<file path="src/tpi_regs.svh">
// Timing counts and constants for the third-port media interface
`ifndef TPI_REGS_SVH
`define TPI_REGS_SVH
`define TPI_CLK_MHZ 100
`define TPI_REF_MHZ 50
`define TPI_SLOW_DIV 10
`define TPI_NIB_W 4
`define TPI_DIB_W 2
`define TPI_GAP_NS 960
`define TPI_GAP_CYC ((`TPI_GAP_NS * `TPI_CLK_MHZ + 999) / 1000)
`endif

</file>
<file path="src/tpi_pkg.sv">
// Types for the third-port media interface
package tpi_pkg;
	typedef enum logic [1:0] {
		TPI_MII_PHY = 2'b00,
		TPI_MII_MAC = 2'b01,
		TPI_RMII = 2'b10
	} tpi_mode_t;
	typedef struct packed {
		logic en;
		logic err;
		logic [3:0] data;
	} tpi_nib_t;
	typedef enum logic [2:0] {
		TPI_IDLE = 3'b001,
		TPI_RECV = 3'b010,
		TPI_DROP = 3'b100
	} tpi_rx_st_t;
endpackage

</file>
<file path="src/tpi_port.sv">
// Third-port MII/RMII pin adapter between switch MAC and external pins
`timescale 1ns/10ps
`include "tpi_regs.svh"
module tpi_port (
	input wire logic clk,
	input wire logic srst,
	input wire tpi_pkg::tpi_mode_t mode,
	input wire logic speed_100,
	input wire logic half_duplex,
	input wire tpi_pkg::tpi_nib_t mac_tx,
	input wire logic mac_tx_busy,
	output tpi_pkg::tpi_nib_t mac_rx,
	output logic mac_rx_drop,
	output logic mac_col,
	output logic mac_crs,
	input wire logic sw_tx_enable_pin,
	input wire logic sw_tx_error_pin,
	input wire logic [3:0] sw_tx_data_pins,
	input wire logic sw_tx_clock_pin,
	output logic sw_rx_valid_pin,
	output logic [3:0] sw_rx_data_pins,
	input wire logic sw_rx_clock_pin,
	input wire logic sw_ref_clock_pin,
	output logic sw_collision_pin,
	output logic sw_carrier_pin
);
	import tpi_pkg::*;

	// Pins from outside: data, controls and three clocks
	logic [8:0] pin_q;
	logic [8:0] pin_rise;
	tpi_sync #(.W(9)) u_sync (
		.clk(clk),
		.srst(srst),
		.d({sw_ref_clock_pin, sw_rx_clock_pin, sw_tx_clock_pin, sw_tx_error_pin,
			sw_tx_enable_pin, sw_tx_data_pins}),
		.q(pin_q),
		.rise(pin_rise)
	);
	logic [3:0] in_data;
	logic in_en;
	logic in_err;
	logic txc_edge;
	logic rxc_edge;
	logic ref_edge;
	assign in_data = pin_q[3:0];
	assign in_en = pin_q[4];
	assign in_err = pin_q[5];
	assign txc_edge = pin_rise[6];
	assign rxc_edge = pin_rise[7];
	assign ref_edge = pin_rise[8];

	logic is_rmii;
	logic is_mac;
	assign is_rmii = (mode == TPI_RMII);
	assign is_mac = (mode == TPI_MII_MAC);

	// Sample strobe: MII clocks for inbound, reference divided for 10M RMII
	logic [3:0] div_r;
	logic ref_tick;
	always_ff @(posedge clk) begin
		if (srst) begin
			div_r <= 4'h0;
		end else if (ref_edge) begin
			div_r <= (div_r == 4'(`TPI_SLOW_DIV - 1)) ? 4'h0 : div_r + 4'h1;
		end
	end
	assign ref_tick = ref_edge && (speed_100 || div_r == 4'h0);
	logic in_stb;
	logic out_stb;
	// PHY role: MAC's tx clock times inbound; MAC role: PHY's rx clock on tx clock pin
	assign in_stb = is_rmii ? ref_tick : txc_edge;
	assign out_stb = is_rmii ? ref_tick : (is_mac ? rxc_edge : txc_edge);

	// Inbound path: dibits packed into nibbles in RMII, for one switch MAC only
	logic lo_half_r;
	logic [1:0] lo_dib_r;
	logic err_seen_r;
	tpi_rx_st_t st_r;
	logic in_use_err;
	// Error input marks frames to discard in every role; tied low where unused
	assign in_use_err = in_err;
	always_ff @(posedge clk) begin
		if (srst) begin
			st_r <= TPI_IDLE;
			lo_half_r <= 1'b0;
			lo_dib_r <= 2'b00;
			err_seen_r <= 1'b0;
			mac_rx <= '0;
			mac_rx_drop <= 1'b0;
		end else begin
			mac_rx.en <= 1'b0;
			mac_rx.err <= 1'b0;
			mac_rx_drop <= 1'b0;
			if (in_stb) begin
				case (st_r)
					TPI_IDLE: begin
						lo_half_r <= 1'b0;
						if (in_en) begin
							st_r <= TPI_RECV;
						end
					end
					TPI_RECV: begin
						if (!in_en) begin
							st_r <= TPI_IDLE;
							// Dropped frame flagged once at its end
							mac_rx_drop <= err_seen_r;
							err_seen_r <= 1'b0;
						end else if (in_use_err) begin
							err_seen_r <= 1'b1;
							st_r <= TPI_DROP;
						end
					end
					TPI_DROP: begin
						if (!in_en) begin
							st_r <= TPI_IDLE;
							mac_rx_drop <= 1'b1;
							err_seen_r <= 1'b0;
						end
					end
					default: st_r <= TPI_IDLE;
				endcase
				if (in_en && st_r != TPI_DROP && !in_use_err) begin
					if (is_rmii) begin
						// Upper pins ignored: may be tied low
						lo_dib_r <= in_data[1:0];
						lo_half_r <= ~lo_half_r;
						if (lo_half_r) begin
							mac_rx.en <= 1'b1;
							mac_rx.data <= {in_data[1:0], lo_dib_r};
						end
					end else begin
						mac_rx.en <= 1'b1;
						mac_rx.data <= in_data;
					end
				end
			end
		end
	end

	// Outbound path: switch nibbles to pins, split into dibits for RMII
	logic hi_half_r;
	always_ff @(posedge clk) begin
		if (srst) begin
			sw_rx_valid_pin <= 1'b0;
			sw_rx_data_pins <= 4'h0;
			hi_half_r <= 1'b0;
		end else if (out_stb) begin
			// Switch error is never forwarded as a pin
			sw_rx_valid_pin <= mac_tx.en;
			if (is_rmii) begin
				hi_half_r <= mac_tx.en ? ~hi_half_r : 1'b0;
				sw_rx_data_pins <= {2'b00, hi_half_r ? mac_tx.data[3:2] : mac_tx.data[1:0]};
			end else begin
				hi_half_r <= 1'b0;
				sw_rx_data_pins <= mac_tx.data;
			end
		end
	end

	// Carrier in either duplex mode, collision for half duplex only
	logic col_nxt;
	logic crs_nxt;
	assign crs_nxt = is_mac ? 1'b0 : (in_en | (is_rmii ? 1'b0 : mac_tx.en));
	assign col_nxt = half_duplex && in_en && (mac_tx.en || mac_tx_busy);
	always_ff @(posedge clk) begin
		if (srst) begin
			sw_collision_pin <= 1'b0;
			sw_carrier_pin <= 1'b0;
			mac_col <= 1'b0;
			mac_crs <= 1'b0;
		end else begin
			sw_collision_pin <= col_nxt;
			sw_carrier_pin <= crs_nxt;
			mac_col <= col_nxt;
			mac_crs <= in_en;
		end
	end

	a_col_cause: assert property (@(posedge clk) disable iff (srst)
		sw_collision_pin |-> $past(half_duplex && in_en))
		else $error("collision without cause");
	a_rx_valid: assert property (@(posedge clk) disable iff (srst)
		$changed(sw_rx_valid_pin) |-> $past(out_stb))
		else $error("rx valid moved off strobe");
	a_rmii_upper: assert property (@(posedge clk) disable iff (srst)
		(is_rmii && $past(is_rmii) && $past(out_stb)) |-> sw_rx_data_pins[3:2] == 2'b00)
		else $error("upper dibit not zero in rmii");
	a_drop_pulse: assert property (@(posedge clk) disable iff (srst)
		mac_rx_drop |=> !mac_rx_drop)
		else $error("drop not a pulse");
	a_drop_no_data: assert property (@(posedge clk) disable iff (srst)
		(st_r == TPI_DROP) |=> !mac_rx.en)
		else $error("data after error");
	a_slow_div: assert property (@(posedge clk) disable iff (srst)
		div_r <= 4'(`TPI_SLOW_DIV - 1))
		else $error("divider out of range");
	a_carrier_mac: assert property (@(posedge clk) disable iff (srst)
		(is_mac && $past(is_mac)) |-> !sw_carrier_pin)
		else $error("carrier in mac role");
	a_nibble_out: assert property (@(posedge clk) disable iff (srst)
		(out_stb && !is_rmii) |=> sw_rx_data_pins == $past(mac_tx.data))
		else $error("nibble not passed");
	c_rmii_frame: cover property (@(posedge clk) is_rmii && mac_rx.en);
	c_mii_frame: cover property (@(posedge clk) !is_rmii && mac_rx.en);
	c_drop: cover property (@(posedge clk) mac_rx_drop);
	c_col: cover property (@(posedge clk) sw_collision_pin);
endmodule // tpi_port

</file>
<file path="src/tpi_sync.sv">
// Two-flop synchroniser with edge detection on the second stage
`timescale 1ns/10ps
module tpi_sync #(
	parameter int W = 1
) (
	input wire logic clk,
	input wire logic srst,
	input wire logic [W-1:0] d,
	output logic [W-1:0] q,
	output logic [W-1:0] rise
);
	logic [W-1:0] s1_r;
	logic [W-1:0] q_d_r;
	// First stage only feeds the second
	always_ff @(posedge clk) begin
		if (srst) begin
			s1_r <= '0;
			q <= '0;
			q_d_r <= '0;
		end else begin
			s1_r <= d;
			q <= s1_r;
			q_d_r <= q;
		end
	end
	assign rise = q & ~q_d_r;
endmodule // tpi_sync
</file>
<file path="config.mk">
export PLATFORM = sky130hd
export DESIGN_NAME = tpi_port
export DESIGN_NICKNAME = d
export VERILOG_FILES = /design/src/tpi_pkg.sv /design/src/tpi_port.sv /design/src/tpi_sync.sv
export VERILOG_INCLUDE_DIRS = /design/src /design/src/src
export SDC_FILE = /design/constraint.sdc
export NUM_CORES = 1
export LEC_CHECK = 0
export CORE_MARGIN = 2
export CORE_UTILIZATION = 47
export CTS_CLUSTER_DIAMETER = 100
export DETAILED_ROUTE_END_ITERATION = 8
export DONT_BUFFER_PORTS = 1
export HOLD_SLACK_MARGIN = 0.02
export PLACE_DENSITY_LB_ADDON = 0.12
export SYNTH_ARGS = -nofsm -noshare
export SYNTH_HDL_FRONTEND = slang
export SYNTH_SLANG_ARGS = --single-unit
</file>
<file path="constraint.sdc">
create_clock -name clk -period 1.8 [get_ports clk]
set_input_delay 0.09 -clock clk [delete_from_list [all_inputs] [get_ports clk]]
set_output_delay 0.09 -clock clk [all_outputs]
set_load 0.01 [all_outputs]
</file>
==> results of run 1 <==
-- critical path: cells and delay by family (launching register included) --
| family | cells | cell delay, ns |
|---|---|---|
| AO/OA/AOI/OAI | 2 | 0.75 |
| flip-flops | 1 | 0.46 |
| AND/OR/NAND/NOR | 2 | 0.26 |
| buffers and inverters | 1 | 0.14 |
-- cell usage in the layout, fill, tap and decap left out, types with 2 or more instances in the layout --
cell,n
sky130_fd_sc_hd__buf_4,4
sky130_fd_sc_hd__or3_1,4
sky130_fd_sc_hd__o311ai_0,4
sky130_fd_sc_hd__mux2i_1,2
sky130_fd_sc_hd__clkbuf_8,6
sky130_fd_sc_hd__a21oi_1,8
sky130_fd_sc_hd__a311oi_1,2
sky130_fd_sc_hd__o211ai_1,4
sky130_fd_sc_hd__nor2_1,5
sky130_fd_sc_hd__inv_1,4
sky130_fd_sc_hd__nand3b_1,3
sky130_fd_sc_hd__dfxtp_1,46
sky130_fd_sc_hd__nor2b_1,33
sky130_fd_sc_hd__dlygate4sd3_1,19
sky130_fd_sc_hd__nand3_1,8
sky130_fd_sc_hd__nand2b_1,7
sky130_fd_sc_hd__nand2_1,11
sky130_fd_sc_hd__nor3_1,5
sky130_fd_sc_hd__o31ai_1,4
sky130_fd_sc_hd__o21ai_0,10
sky130_fd_sc_hd__a211oi_1,2
sky130_fd_sc_hd__nor3b_1,2
-- through the flow --
| step | utilization | hold slack, ns |
|---|---|---|
| floorplan | - | 0.218 |
| global placement | 0.492 | 0.165 |
| detailed placement | 0.492 | 0.167 |
| CTS | 0.575 | 0.0485 |
| global route | 0.579 | 0.0658 |
| finish | 0.579 | 0.0621 |
-- worst max-delay path by stage --
| stage | from | endpoint | cells after the start |
|---|---|---|---|
| floorplan | div_r[3] | mac_rx_drop | 4 |
| global placement | div_r[0] | mac_rx_drop | 4 |
| detailed placement | u_sync.q_d_r[8] | st_r[0] | 4 |
| CTS | u_sync.q_d_r[8] | st_r[0] | 4 |
| global route | div_r[1] | sw_rx_data_pins[1] | 5 |
| finish | div_r[1] | sw_rx_data_pins[1] | 5 |
-- layer usage --
layer,vias up,GRT usage,part of all wire
li1,750,-,-
met2,37,0.319,0.50
met4,0,0.0816,0.012
met5,-,0,0
met1,692,0.202,0.44
met3,6,0.0567,0.047
-- power breakdown --
group,total [mW],internal [mW],switching [mW]
combinational,0.139,0.0732,0.0654
clock,0.792,0.449,0.343
sequential,1.09,1.07,0.0226
-- flip-flops by register name, summed over array words and instances (netlist names), 2 cells and up --
register	cells
st_r	3
u_sync.s1_r	9
lo_dib_r	2
mac_rx	5
u_sync.q	9
u_sync.q_d_r	4
div_r	4
sw_rx_data_pins	4
-- timing repair --
item / 4_1_cts / 5_1_grt
hold endpoints to repair: 45 / 0
setup endpoints to repair: 0 / 6
gates resized for setup: 0 / 3
hold buffers: 20 / 0
setup buffers: 0 / 1
-- final cells by class --
cell class | count | area (sq um)
Inverter | 4 | 15.0
Multi-Input combinational cell | 138 | 907
Timing Repair Buffer | 24 | 240
Sequential cell | 47 | 942
Fill cell | 333 | 1660
Clock buffer | 6 | 82.6
Clock inverter | 2 | 35.0
Tap cell | 50 | 62.6
-- kinds of logic (layout without fill, tap and decap cells) --
kind of cell | Yosys count | count (layout) | share of synthesized area
simple gates | 87 | 87 | 0.280
flops | 47 | 47 | 0.496
compound gates | 46 | 46 | 0.172
buf+inv | 13 | 36 | 0.0303
other cells | 1 | 1 | 0.00198
xor+xnor | 2 | 2 | 0.00924
mux | 2 | 2 | 0.0106
==> impl_table.tex, run 1 <==
\begin{tabular}{lr}
\hline
Metric & Value \\
\hline
\multicolumn{2}{l}{\textbf{Outcome}} \\
Result of the run & finished, final reports clean \\
\multicolumn{2}{l}{\textbf{Final layout}} \\
Layout cells sized above 1 & 0.0995 \\
Final cell count without fillers & 271 \\
Final std cell area, no fill & 2280 sq um \\
Area Overhead vs Synth & 20.4\% \\
Nets & 242 \\
Final antenna diode count & 0 \\
\multicolumn{2}{l}{\textbf{Power}} \\
Standby leakage power & 0.839 nW \\
Total power & 2.02 mW \\
Cell area power density & 886 nW/um\^{}2 \\
Max VDD drop & 0.000572 V \\
\multicolumn{2}{l}{\textbf{Drt}} \\
DRC violation count after routing & 0 \\
Post-DRT Antenna Nets & 0 \\
Final routed wirelength across all metal layers & 3770 microns \\
Vias & 1485 \\
Violation count after the first detailed-route iteration & 29 \\
Detail-routed via count per cell & 5.48 \\
Average wire per cell in the routed design & 13.9 microns \\
Iteration count of the initial detailed-routing pass & 4 \\
\multicolumn{2}{l}{\textbf{Synth}} \\
Yosys cell types & 45 \\
Post-synthesis sequential area ratio & 0.496 \\
Share of the synthesized area in the top cell type & 0.496 \\
Primary FF master, synth & sky130\_fd\_sc\_hd\_\_dfxtp\_1 \\
Number of enable flip-flop cells after synthesis & 0 \\
Synthesized area per cell & 9.58 sq um \\
Dominant cell type by area after synthesis & sky130\_fd\_sc\_hd\_\_dfxtp\_1 \\
Number of storage elements in the synthesis netlist & 47 \\
Ys Warns & 0 \\
Gate count of the mapped netlist & 198 \\
Post-Synthesis Net Count & 220 \\
Post-synthesis instance area & 1900 sq um \\
Top post-synthesis cells by count & sky130\_fd\_sc\_hd\_\_dfxtp\_1, sky130\_fd\_sc\_hd\_\_nor2b\_1, sky130\_fd\_sc\_hd\_\_nand2\_1 \\
Fraction of synthesis flops using an asynchronous set or reset pin & 0 \\
Most frequent cell after synthesis & sky130\_fd\_sc\_hd\_\_dfxtp\_1 \\
Biggest area contributors in the synthesized netlist & sky130\_fd\_sc\_hd\_\_dfxtp\_1, sky130\_fd\_sc\_hd\_\_nor2b\_1, sky130\_fd\_sc\_hd\_\_o21ai\_0 \\
\multicolumn{2}{l}{\textbf{Setup path}} \\
Critical path fanouts, max & 6 \\
Class of the most critical setup path & flop to flop \\
Endpoint arrival time on the critical path & 1.91 ns \\
RR Endpoint & sw\_rx\_data\_pins[1] \\
Number of cells on the worst reg-to-reg path & 5 \\
Cell breakdown of the critical path & nor4\_4, buf\_4, o21ai\_0, nand2\_1, a311oi\_1 \\
Data required time at the worst endpoint & 2.01 ns \\
R2R Setup Slk & 0.1 ns \\
Endpoint type of the worst setup path & flop \\
Setup crit start kind & flop \\
Slowest cell on the critical path & sky130\_fd\_sc\_hd\_\_o21ai\_0 \\
Longest individual stage delay on the worst path & 0.49 ns \\
FF-to-FF Start & div\_r[1] \\
\multicolumn{2}{l}{\textbf{Placement}} \\
Gp weighted congestion & 0.832 \\
Number of port buffers & 0 \\
HPWL after detailed placement & 2480 microns \\
Cell total after placement & 242 \\
Worst slack at placement & 0.0742 ns \\
Placed cell area & 1940 sq um \\
\multicolumn{2}{l}{\textbf{Clock tree}} \\
Clk\_lat worst skew & 0.30 ns \\
CTS root buf & sky130\_fd\_sc\_hd\_\_clkbuf\_8 \\
Clock input transition at the sequential cells of the worst setup and hold paths & 0.08 ns \\
Bufs on Longest Clock Path & 2 \\
TritonCTS clock tree & built \\
Depth of the CTS H-tree & 2 \\
CTS Buf Count & 5 \\
Sink count of the clock tree & 47 \\
\multicolumn{2}{l}{\textbf{Global route}} \\
Grt total ovfl & 0 \\
Total global routing track utilization & 0.182 \\
Wire length of the first global-routing pass & 6070 microns \\
Number of antenna violations at the first check in global routing & 0 \\
Via count of the first global-routing pass & 1389 \\
Largest net degree at the start of global routing & 45 \\
\multicolumn{2}{l}{\textbf{Timing}} \\
Final Cycle Share & 0.946 \\
Pin slew with the least headroom to its limit & 0.608 ns \\
Post-route minimum period & 1.70 ns \\
Final slew viol count & 0 \\
Largest clock skew in the final design & 0.00692 ns \\
Final-layout setup total negative slack & 0 ns \\
Count of endpoints failing hold in the final timing report & 0 \\
Max\_slew headroom & 0.590 \\
Final setup viols & 0 \\
Final setup slack of the worst path & 0.0975 ns \\
Setup repair after global routing missed its margin & no \\
Max frequency & 587 MHz \\
\multicolumn{2}{l}{\textbf{Floorplanning}} \\
Effective utilization at floorplan & 0.481 \\
Num ports & 38 \\
Num rows & 23 \\
Vertical extent of the die & 67.5 microns \\
Area of the core & 3940 sq um \\
Die Footprint & 4560 sq um \\
Die outline width & 67.5 microns \\
\multicolumn{2}{l}{\textbf{Hold path}} \\
Hold Path End & mac\_rx[5] \\
Cell depth of the worst hold path & 2 \\
Hold WC Path Type & input port to flop \\
Start point of the worst min-delay path & srst \\
\multicolumn{2}{l}{\textbf{Run}} \\
Number of violations of the max-capacitance limit & 0 \\
\hline
\end{tabular}
Power figures use the tool's default switching activity.
==> run 2: changes to the inputs <==
--- a/config.mk
+++ b/config.mk
@@ -7,7 +7,7 @@
 export NUM_CORES = 1
 export LEC_CHECK = 0
 export CORE_MARGIN = 2
-export CORE_UTILIZATION = 47
+export CORE_UTILIZATION = 45
 export CTS_CLUSTER_DIAMETER = 100
 export DETAILED_ROUTE_END_ITERATION = 8
 export DONT_BUFFER_PORTS = 1
==> constraint.sdc (replaced) <==
create_clock -name clk -period 2 [get_ports clk]
set_input_delay 0.1 -clock clk [delete_from_list [all_inputs] [get_ports clk]]
set_output_delay 0.1 -clock clk [all_outputs]
set_load 0.01 [all_outputs]
==> run 2 against run 1 <==
Setup slack gained 0.088 ns. Register-to-register slack gained 0.09 ns. Clock power shrank 28%. Non-clock buffer count shrank 4. Critical path type unchanged. Largest power group unchanged.
==> impl_table.tex, run 2 (synthesis gave the netlist of run 1 again) <==
\begin{tabular}{lr}
\hline
Metric & Value \\
\hline
\multicolumn{2}{l}{\textbf{Timing}} \\
Final setup viols & 0 \\
Setup repair after global routing missed its margin & no \\
Final-layout setup total negative slack & 0 ns \\
Post-route minimum period & 1.81 ns \\
Max\_slew headroom & 0.610 \\
Max frequency & 551 MHz \\
Final Cycle Share & 0.907 \\
Pin slew with the least headroom to its limit & 0.579 ns \\
Largest clock skew in the final design & 0.00378 ns \\
Worst hold margin & 0.0294 ns \\
Final setup slack of the worst path & 0.186 ns \\
Count of endpoints failing hold in the final timing report & 0 \\
Final slew viol count & 0 \\
\multicolumn{2}{l}{\textbf{Clock tree}} \\
Clock input transition at the sequential cells of the worst setup and hold paths & 0.09 ns \\
TritonCTS clock tree & built \\
Bufs on Longest Clock Path & 2 \\
Clk\_lat worst skew & 0.30 ns \\
Depth of the CTS H-tree & 2 \\
Postcts setup bufs & 0 \\
CTS Buf Count & 5 \\
Sink count of the clock tree & 47 \\
CTS root buf & sky130\_fd\_sc\_hd\_\_clkbuf\_8 \\
\multicolumn{2}{l}{\textbf{Setup path}} \\
Setup crit start kind & flop \\
Endpoint arrival time on the critical path & 2.04 ns \\
Number of cells on the worst reg-to-reg path & 4 \\
R2R Setup Slk & 0.19 ns \\
RR Endpoint & mac\_rx[2] \\
Class of the most critical setup path & flop to flop \\
Slowest cell on the critical path & sky130\_fd\_sc\_hd\_\_a2111o\_1 \\
Data required time at the worst endpoint & 2.22 ns \\
Critical path fanouts, max & 9 \\
FF-to-FF Start & div\_r[3] \\
Cell breakdown of the critical path & nor4\_4, o21ai\_2, a2111o\_1, o211ai\_1 \\
Endpoint type of the worst setup path & flop \\
Longest individual stage delay on the worst path & 0.54 ns \\
\multicolumn{2}{l}{\textbf{Global route}} \\
Wire length of the first global-routing pass & 6150 microns \\
Via count of the first global-routing pass & 1333 \\
Number of antenna violations at the first check in global routing & 0 \\
Total global routing track utilization & 0.175 \\
Largest net degree at the start of global routing & 43 \\
Grt total ovfl & 0 \\
\multicolumn{2}{l}{\textbf{Power}} \\
Internal Dissipation & 1.27 mW \\
Logic pwr share & 0.070 \\
Max VDD drop & 0.000544 V \\
Cell area power density & 752 nW/um\^{}2 \\
Standby leakage power & 0.801 nW \\
Psw & 0.397 mW \\
Total power & 1.67 mW \\
Relative contribution of sequential cells to total power & 0.588 \\
Switching Share & 0.238 \\
Clock network power share & 0.342 \\
\multicolumn{2}{l}{\textbf{Drt}} \\
Iteration count of the initial detailed-routing pass & 4 \\
Average wire per cell in the routed design & 13.8 microns \\
Violation count after the first detailed-route iteration & 65 \\
Detail-routed via count per cell & 5.55 \\
DRC violation count after routing & 0 \\
Vias & 1482 \\
Final routed wirelength across all metal layers & 3670 microns \\
Post-DRT Antenna Nets & 0 \\
\multicolumn{2}{l}{\textbf{Final layout}} \\
Final cell count without fillers & 267 \\
Nets & 238 \\
Final antenna diode count & 0 \\
Top Registers & u\_sync.q: 9 flops, u\_sync.s1\_r: 9 flops, mac\_rx: 5 flops \\
Final core utilization & 0.552 \\
Highest-count cells in the layout ignoring fill and taps & sky130\_fd\_sc\_hd\_\_dfxtp\_1, sky130\_fd\_sc\_hd\_\_nor2b\_1, sky130\_fd\_sc\_hd\_\_dlygate4sd3\_1 \\
Layout cells sized above 1 & 0.0783 \\
Fillers & 347 \\
Area Overhead vs Synth & 17.2\% \\
Most frequent standard cell in the layout excluding fill and tap cells & sky130\_fd\_sc\_hd\_\_dfxtp\_1 \\
Final std cell area, no fill & 2220 sq um \\
\multicolumn{2}{l}{\textbf{Placement}} \\
Cell total after placement & 240 \\
Number of port buffers & 0 \\
Placed cell area & 1920 sq um \\
Gp weighted congestion & 0.835 \\
Worst slack at placement & 0.125 ns \\
HPWL after detailed placement & 2480 microns \\
\multicolumn{2}{l}{\textbf{Floorplanning}} \\
Effective utilization at floorplan & 0.471 \\
Die outline width & 68.9 microns \\
Num ports & 38 \\
Vertical extent of the die & 68.9 microns \\
Num rows & 23 \\
Area of the core & 4030 sq um \\
Die Footprint & 4750 sq um \\
\multicolumn{2}{l}{\textbf{Hold path}} \\
Hold WC Path Type & input port to flop \\
Cell depth of the worst hold path & 3 \\
Start point of the worst min-delay path & srst \\
Hold Path End & mac\_rx[3] \\
\multicolumn{2}{l}{\textbf{Run}} \\
Number of violations of the max-capacitance limit & 0 \\
\multicolumn{2}{l}{\textbf{Outcome}} \\
Result of the run & finished, final reports clean \\
\hline
\end{tabular}
[run 2: worst max-delay path by stage]
stage,start,end,slack (ns),cells after the start
final,div_r[3],mac_rx[2],0.19,4
after global routing,div_r[0],mac_rx[3],0.04,4
after CTS,u_sync.q[8],st_r[0],0.13,4
after detailed placement,u_sync.q_d_r[8],st_r[0],0.12,4
after global placement,u_sync.q_d_r[8],st_r[0],0.23,4
after floorplan,div_r[3],mac_rx_drop,0.42,4
[run 2: layout make-up]
class | instances | area (sq um) | share of cell area
Clock inverter | 3 | 23.8 | 0.0107
Inverter | 4 | 15.0 | 0.00675
Multi-Input combinational cell | 138 | 905 | 0.407
Tap cell | 50 | 62.6 | 0.0281
Timing Repair Buffer | 20 | 208 | 0.0934
Sequential cell | 47 | 941 | 0.423
Clock buffer | 5 | 68.8 | 0.0310
[run 2: what timing repair did]
action | CTS | global route
resized for setup | 0 | 1
hold endpoints to repair | 43 | 0
hold buffers | 19 | 0
endpoints found under the setup margin | 0 | 1
[run 2: critical path, delay by kind of cell, from the launching register on]
family / cells / cell delay [ns]
DFF: 1 / 0.36
AOI/OAI and AO/OA: 3 / 0.94
and+or+nand+nor: 1 / 0.44
[run 2: power by group through the flow]
stage	logic, mW	clock network (mW)	registers (mW)
after floorplan	0.0751	0	1.00
final	0.117	0.571	0.983
after global placement	0.0702	0	1.00
after CTS	0.117	0.594	0.983
after global routing	0.133	0.632	0.987
after detailed placement	0.0726	0	1.01
[run 2: layer usage]
| layer | global-route usage | up-vias | wire length (microns) |
|---|---|---|---|
| li1 | - | 739 | - |
| met1 | 0.213 | 700 | 1640 |
| met2 | 0.291 | 37 | 1800 |
| met3 | 0.0519 | 6 | 180 |
| met4 | 0.0662 | 0 | 55 |
| met5 | 0 | - | 0 |
==> run 3: changes to the inputs <==
--- a/config.mk
+++ b/config.mk
@@ -6,6 +6,9 @@
 export SDC_FILE = /design/constraint.sdc
 export NUM_CORES = 1
 export LEC_CHECK = 0
+export ABC_CLOCK_PERIOD_IN_PS = 2000
+export CELL_PAD_IN_SITES_DETAIL_PLACEMENT = 1
+export CELL_PAD_IN_SITES_GLOBAL_PLACEMENT = 1
 export CORE_MARGIN = 2
 export CORE_UTILIZATION = 45
 export CTS_CLUSTER_DIAMETER = 100
==> run 3 against run 2 <==
Setup slack improved by 0.013 ns. Utilization decreased by 0.53 points. Highest routed layer unchanged. Combinational power about the same. Critical endpoint is now mac_rx[3]. Via count increased by 2.8%. Non-clock buffer count decreased by 1.
==> impl_table.tex, run 3 (synthesis gave the netlist of run 1 again) <==
\begin{tabular}{lr}
\hline
Metric & Value \\
\hline
\multicolumn{2}{l}{\textbf{Power}} \\
Standby leakage power & 0.796 nW \\
Psw & 0.380 mW \\
Clock network power share & 0.331 \\
Cell area power density & 749 nW/um\^{}2 \\
Max VDD drop & 0.000461 V \\
Switching Share & 0.230 \\
Total power & 1.65 mW \\
Logic pwr share & 0.073 \\
Relative contribution of sequential cells to total power & 0.597 \\
Internal Dissipation & 1.27 mW \\
\multicolumn{2}{l}{\textbf{Setup path}} \\
Number of cells on the worst reg-to-reg path & 4 \\
Kind of cell adding the most delay to the critical path & compound AO/OA/AOI/OAI gates \\
R2R Setup Slk & 0.20 ns \\
Slowest cell on the critical path & sky130\_fd\_sc\_hd\_\_a2111o\_1 \\
FF-to-FF Start & div\_r[0] \\
Critical Path Stages & 4 \\
Cell breakdown of the critical path & nor4\_4, o21ai\_2, a2111o\_1, o211ai\_1 \\
Longest individual stage delay on the worst path & 0.52 ns \\
Critical path fanouts, max & 9 \\
Setup crit start kind & flop \\
Endpoint type of the worst setup path & flop \\
Buffer and inverter count on the worst path & 0 \\
RR Endpoint & mac\_rx[3] \\
Setup crit end & mac\_rx[3] \\
Endpoint arrival time on the critical path & 2.02 ns \\
Class of the most critical setup path & flop to flop \\
Data required time at the worst endpoint & 2.22 ns \\
Worst setup path start & div\_r[0] \\
\multicolumn{2}{l}{\textbf{Timing}} \\
Final setup slack of the worst path & 0.199 ns \\
Final setup viols & 0 \\
Post-route minimum period & 1.80 ns \\
Setup repair after global routing missed its margin & no \\
Max frequency & 555 MHz \\
Final slew viol count & 0 \\
Pin slew with the least headroom to its limit & 0.540 ns \\
Final Cycle Share & 0.900 \\
Final-layout setup total negative slack & 0 ns \\
Max\_slew headroom & 0.639 \\
Largest clock skew in the final design & 0.00899 ns \\
Count of endpoints failing hold in the final timing report & 0 \\
\multicolumn{2}{l}{\textbf{Clock tree}} \\
CTS Buf Count & 5 \\
Postcts setup bufs & 0 \\
Clk\_lat worst skew & 0.30 ns \\
TritonCTS clock tree & built \\
Bufs on Longest Clock Path & 2 \\
Depth of the CTS H-tree & 2 \\
CTS root buf & sky130\_fd\_sc\_hd\_\_clkbuf\_8 \\
Sink count of the clock tree & 47 \\
Clock input transition at the sequential cells of the worst setup and hold paths & 0.09 ns \\
\multicolumn{2}{l}{\textbf{Floorplanning}} \\
Vertical extent of the die & 68.9 microns \\
Area of the core & 4030 sq um \\
Num ports & 38 \\
Die outline width & 68.9 microns \\
Die Footprint & 4750 sq um \\
Effective utilization at floorplan & 0.471 \\
Num rows & 23 \\
\multicolumn{2}{l}{\textbf{Drt}} \\
Final routed wirelength across all metal layers & 4270 microns \\
Average wire per cell in the routed design & 16.0 microns \\
Detail-routed via count per cell & 5.73 \\
Post-DRT Antenna Nets & 0 \\
Violation count after the first detailed-route iteration & 42 \\
Iteration count of the initial detailed-routing pass & 4 \\
DRC violation count after routing & 0 \\
Vias & 1523 \\
\multicolumn{2}{l}{\textbf{Hold path}} \\
Start point of the worst min-delay path & mode[0] \\
Hold WC Path Type & input port to flop \\
\multicolumn{2}{l}{\textbf{Placement}} \\
Worst slack at placement & 0.0829 ns \\
Cell total after placement & 240 \\
Gp weighted congestion & 0.759 \\
Placed cell area & 1920 sq um \\
HPWL after detailed placement & 2910 microns \\
Number of port buffers & 0 \\
\multicolumn{2}{l}{\textbf{Final layout}} \\
Area Overhead vs Synth & 16.1\% \\
Most frequent standard cell in the layout excluding fill and tap cells & sky130\_fd\_sc\_hd\_\_dfxtp\_1 \\
Top Registers & u\_sync.q: 9 flops, u\_sync.s1\_r: 9 flops, mac\_rx: 5 flops \\
Area used by sequential logic in the layout & 941 sq um \\
Final antenna diode count & 0 \\
Multi-input combinational cell area & 905 sq um \\
Highest-count cells in the layout ignoring fill and taps & sky130\_fd\_sc\_hd\_\_dfxtp\_1, sky130\_fd\_sc\_hd\_\_nor2b\_1, sky130\_fd\_sc\_hd\_\_dlygate4sd3\_1 \\
Final std cell area, no fill & 2200 sq um \\
Fillers & 459 \\
Layout cells sized above 1 & 0.0694 \\
Nets & 237 \\
Final cell count without fillers & 266 \\
\multicolumn{2}{l}{\textbf{Global route}} \\
Grt total ovfl & 0 \\
Total global routing track utilization & 0.202 \\
Number of antenna violations at the first check in global routing & 0 \\
Via count of the first global-routing pass & 1564 \\
Largest net degree at the start of global routing & 42 \\
Wire length of the first global-routing pass & 6970 microns \\
\multicolumn{2}{l}{\textbf{Run}} \\
Number of violations of the max-capacitance limit & 0 \\
\multicolumn{2}{l}{\textbf{Outcome}} \\
Result of the run & finished, final reports clean \\
\hline
\end{tabular}
## run 3: cell types whose count changed in the layout (fill, tap and decap cells not counted)
cell	before	now
sky130_fd_sc_hd__dlygate4sd3_1	18	17
sky130_fd_sc_hd__clkinvlp_4	2	0
sky130_fd_sc_hd__clkinv_2	0	1
sky130_fd_sc_hd__clkbuf_1	0	2
sky130_fd_sc_hd__inv_6	1	0
## run 3: cell type report
cell class / count / share of cell area
sequential: 47 / 0.427
multi-input combinational: 138 / 0.411
timing repair buffer: 19 / 0.0898
clock buffer: 7 / 0.0347
tap: 50 / 0.0284
inverter: 4 / 0.00682
clock inverter: 1 / 0.00227
## run 3: worst register-to-register path, stage by stage (launching register included)
cell and delay, ns:
sky130_fd_sc_hd__dfxtp_1 0.37, sky130_fd_sc_hd__nor4_4 0.42, sky130_fd_sc_hd__o21ai_2 0.20, sky130_fd_sc_hd__a2111o_1 0.53, sky130_fd_sc_hd__o211ai_1 0.21
## run 3: per-stage QoR
stage / hold slack (ns) / util
CTS: 0.0219 / 0.545
global route: 0.0353 / 0.547
global placement: 0.175 / 0.478
floorplan: 0.228 / -
finish: 0.0296 / 0.547
detailed placement: 0.177 / 0.478
## run 3: what timing repair did
| item | CTS | global route |
|---|---|---|
| endpoints found under the hold margin | 42 | 0 |
| hold buffers | 18 | 0 |
| setup endpoints to repair | 0 | 6 |
| resized for setup | 0 | 1 |
## run 3: power by group through the flow
stage          Combinational, mW  Sequential, mW  Clock (mW)
2_1_floorplan             0.0751            1.00           0
3_3_place_gp              0.0706            1.00           0
3_5_place_dp              0.0749            1.01           0
4_1_cts                    0.119           0.985       0.565
5_1_grt                    0.132           0.990       0.603
6_report                   0.120           0.984       0.545
## run 3: worst min path at each step
stage	to	slack (ns)	depth (start not counted)
6_report	sw_carrier_pin	0.03	2
5_1_grt	sw_carrier_pin	0.04	2
4_1_cts	sw_carrier_pin	0.02	2
3_5_place_dp	sw_rx_data_pins[3]	0.18	1
3_3_place_gp	hi_half_r	0.18	1
2_1_floorplan	u_sync.s1_r[0]	0.23	1
## run 3: per-layer routing
layer	global-route usage	wire (microns)	up-vias
li1	-	-	741
met1	0.220	1850	750
met2	0.367	2240	27
met3	0.0552	133	5
met4	0.0809	48	0
met5	0	0	-
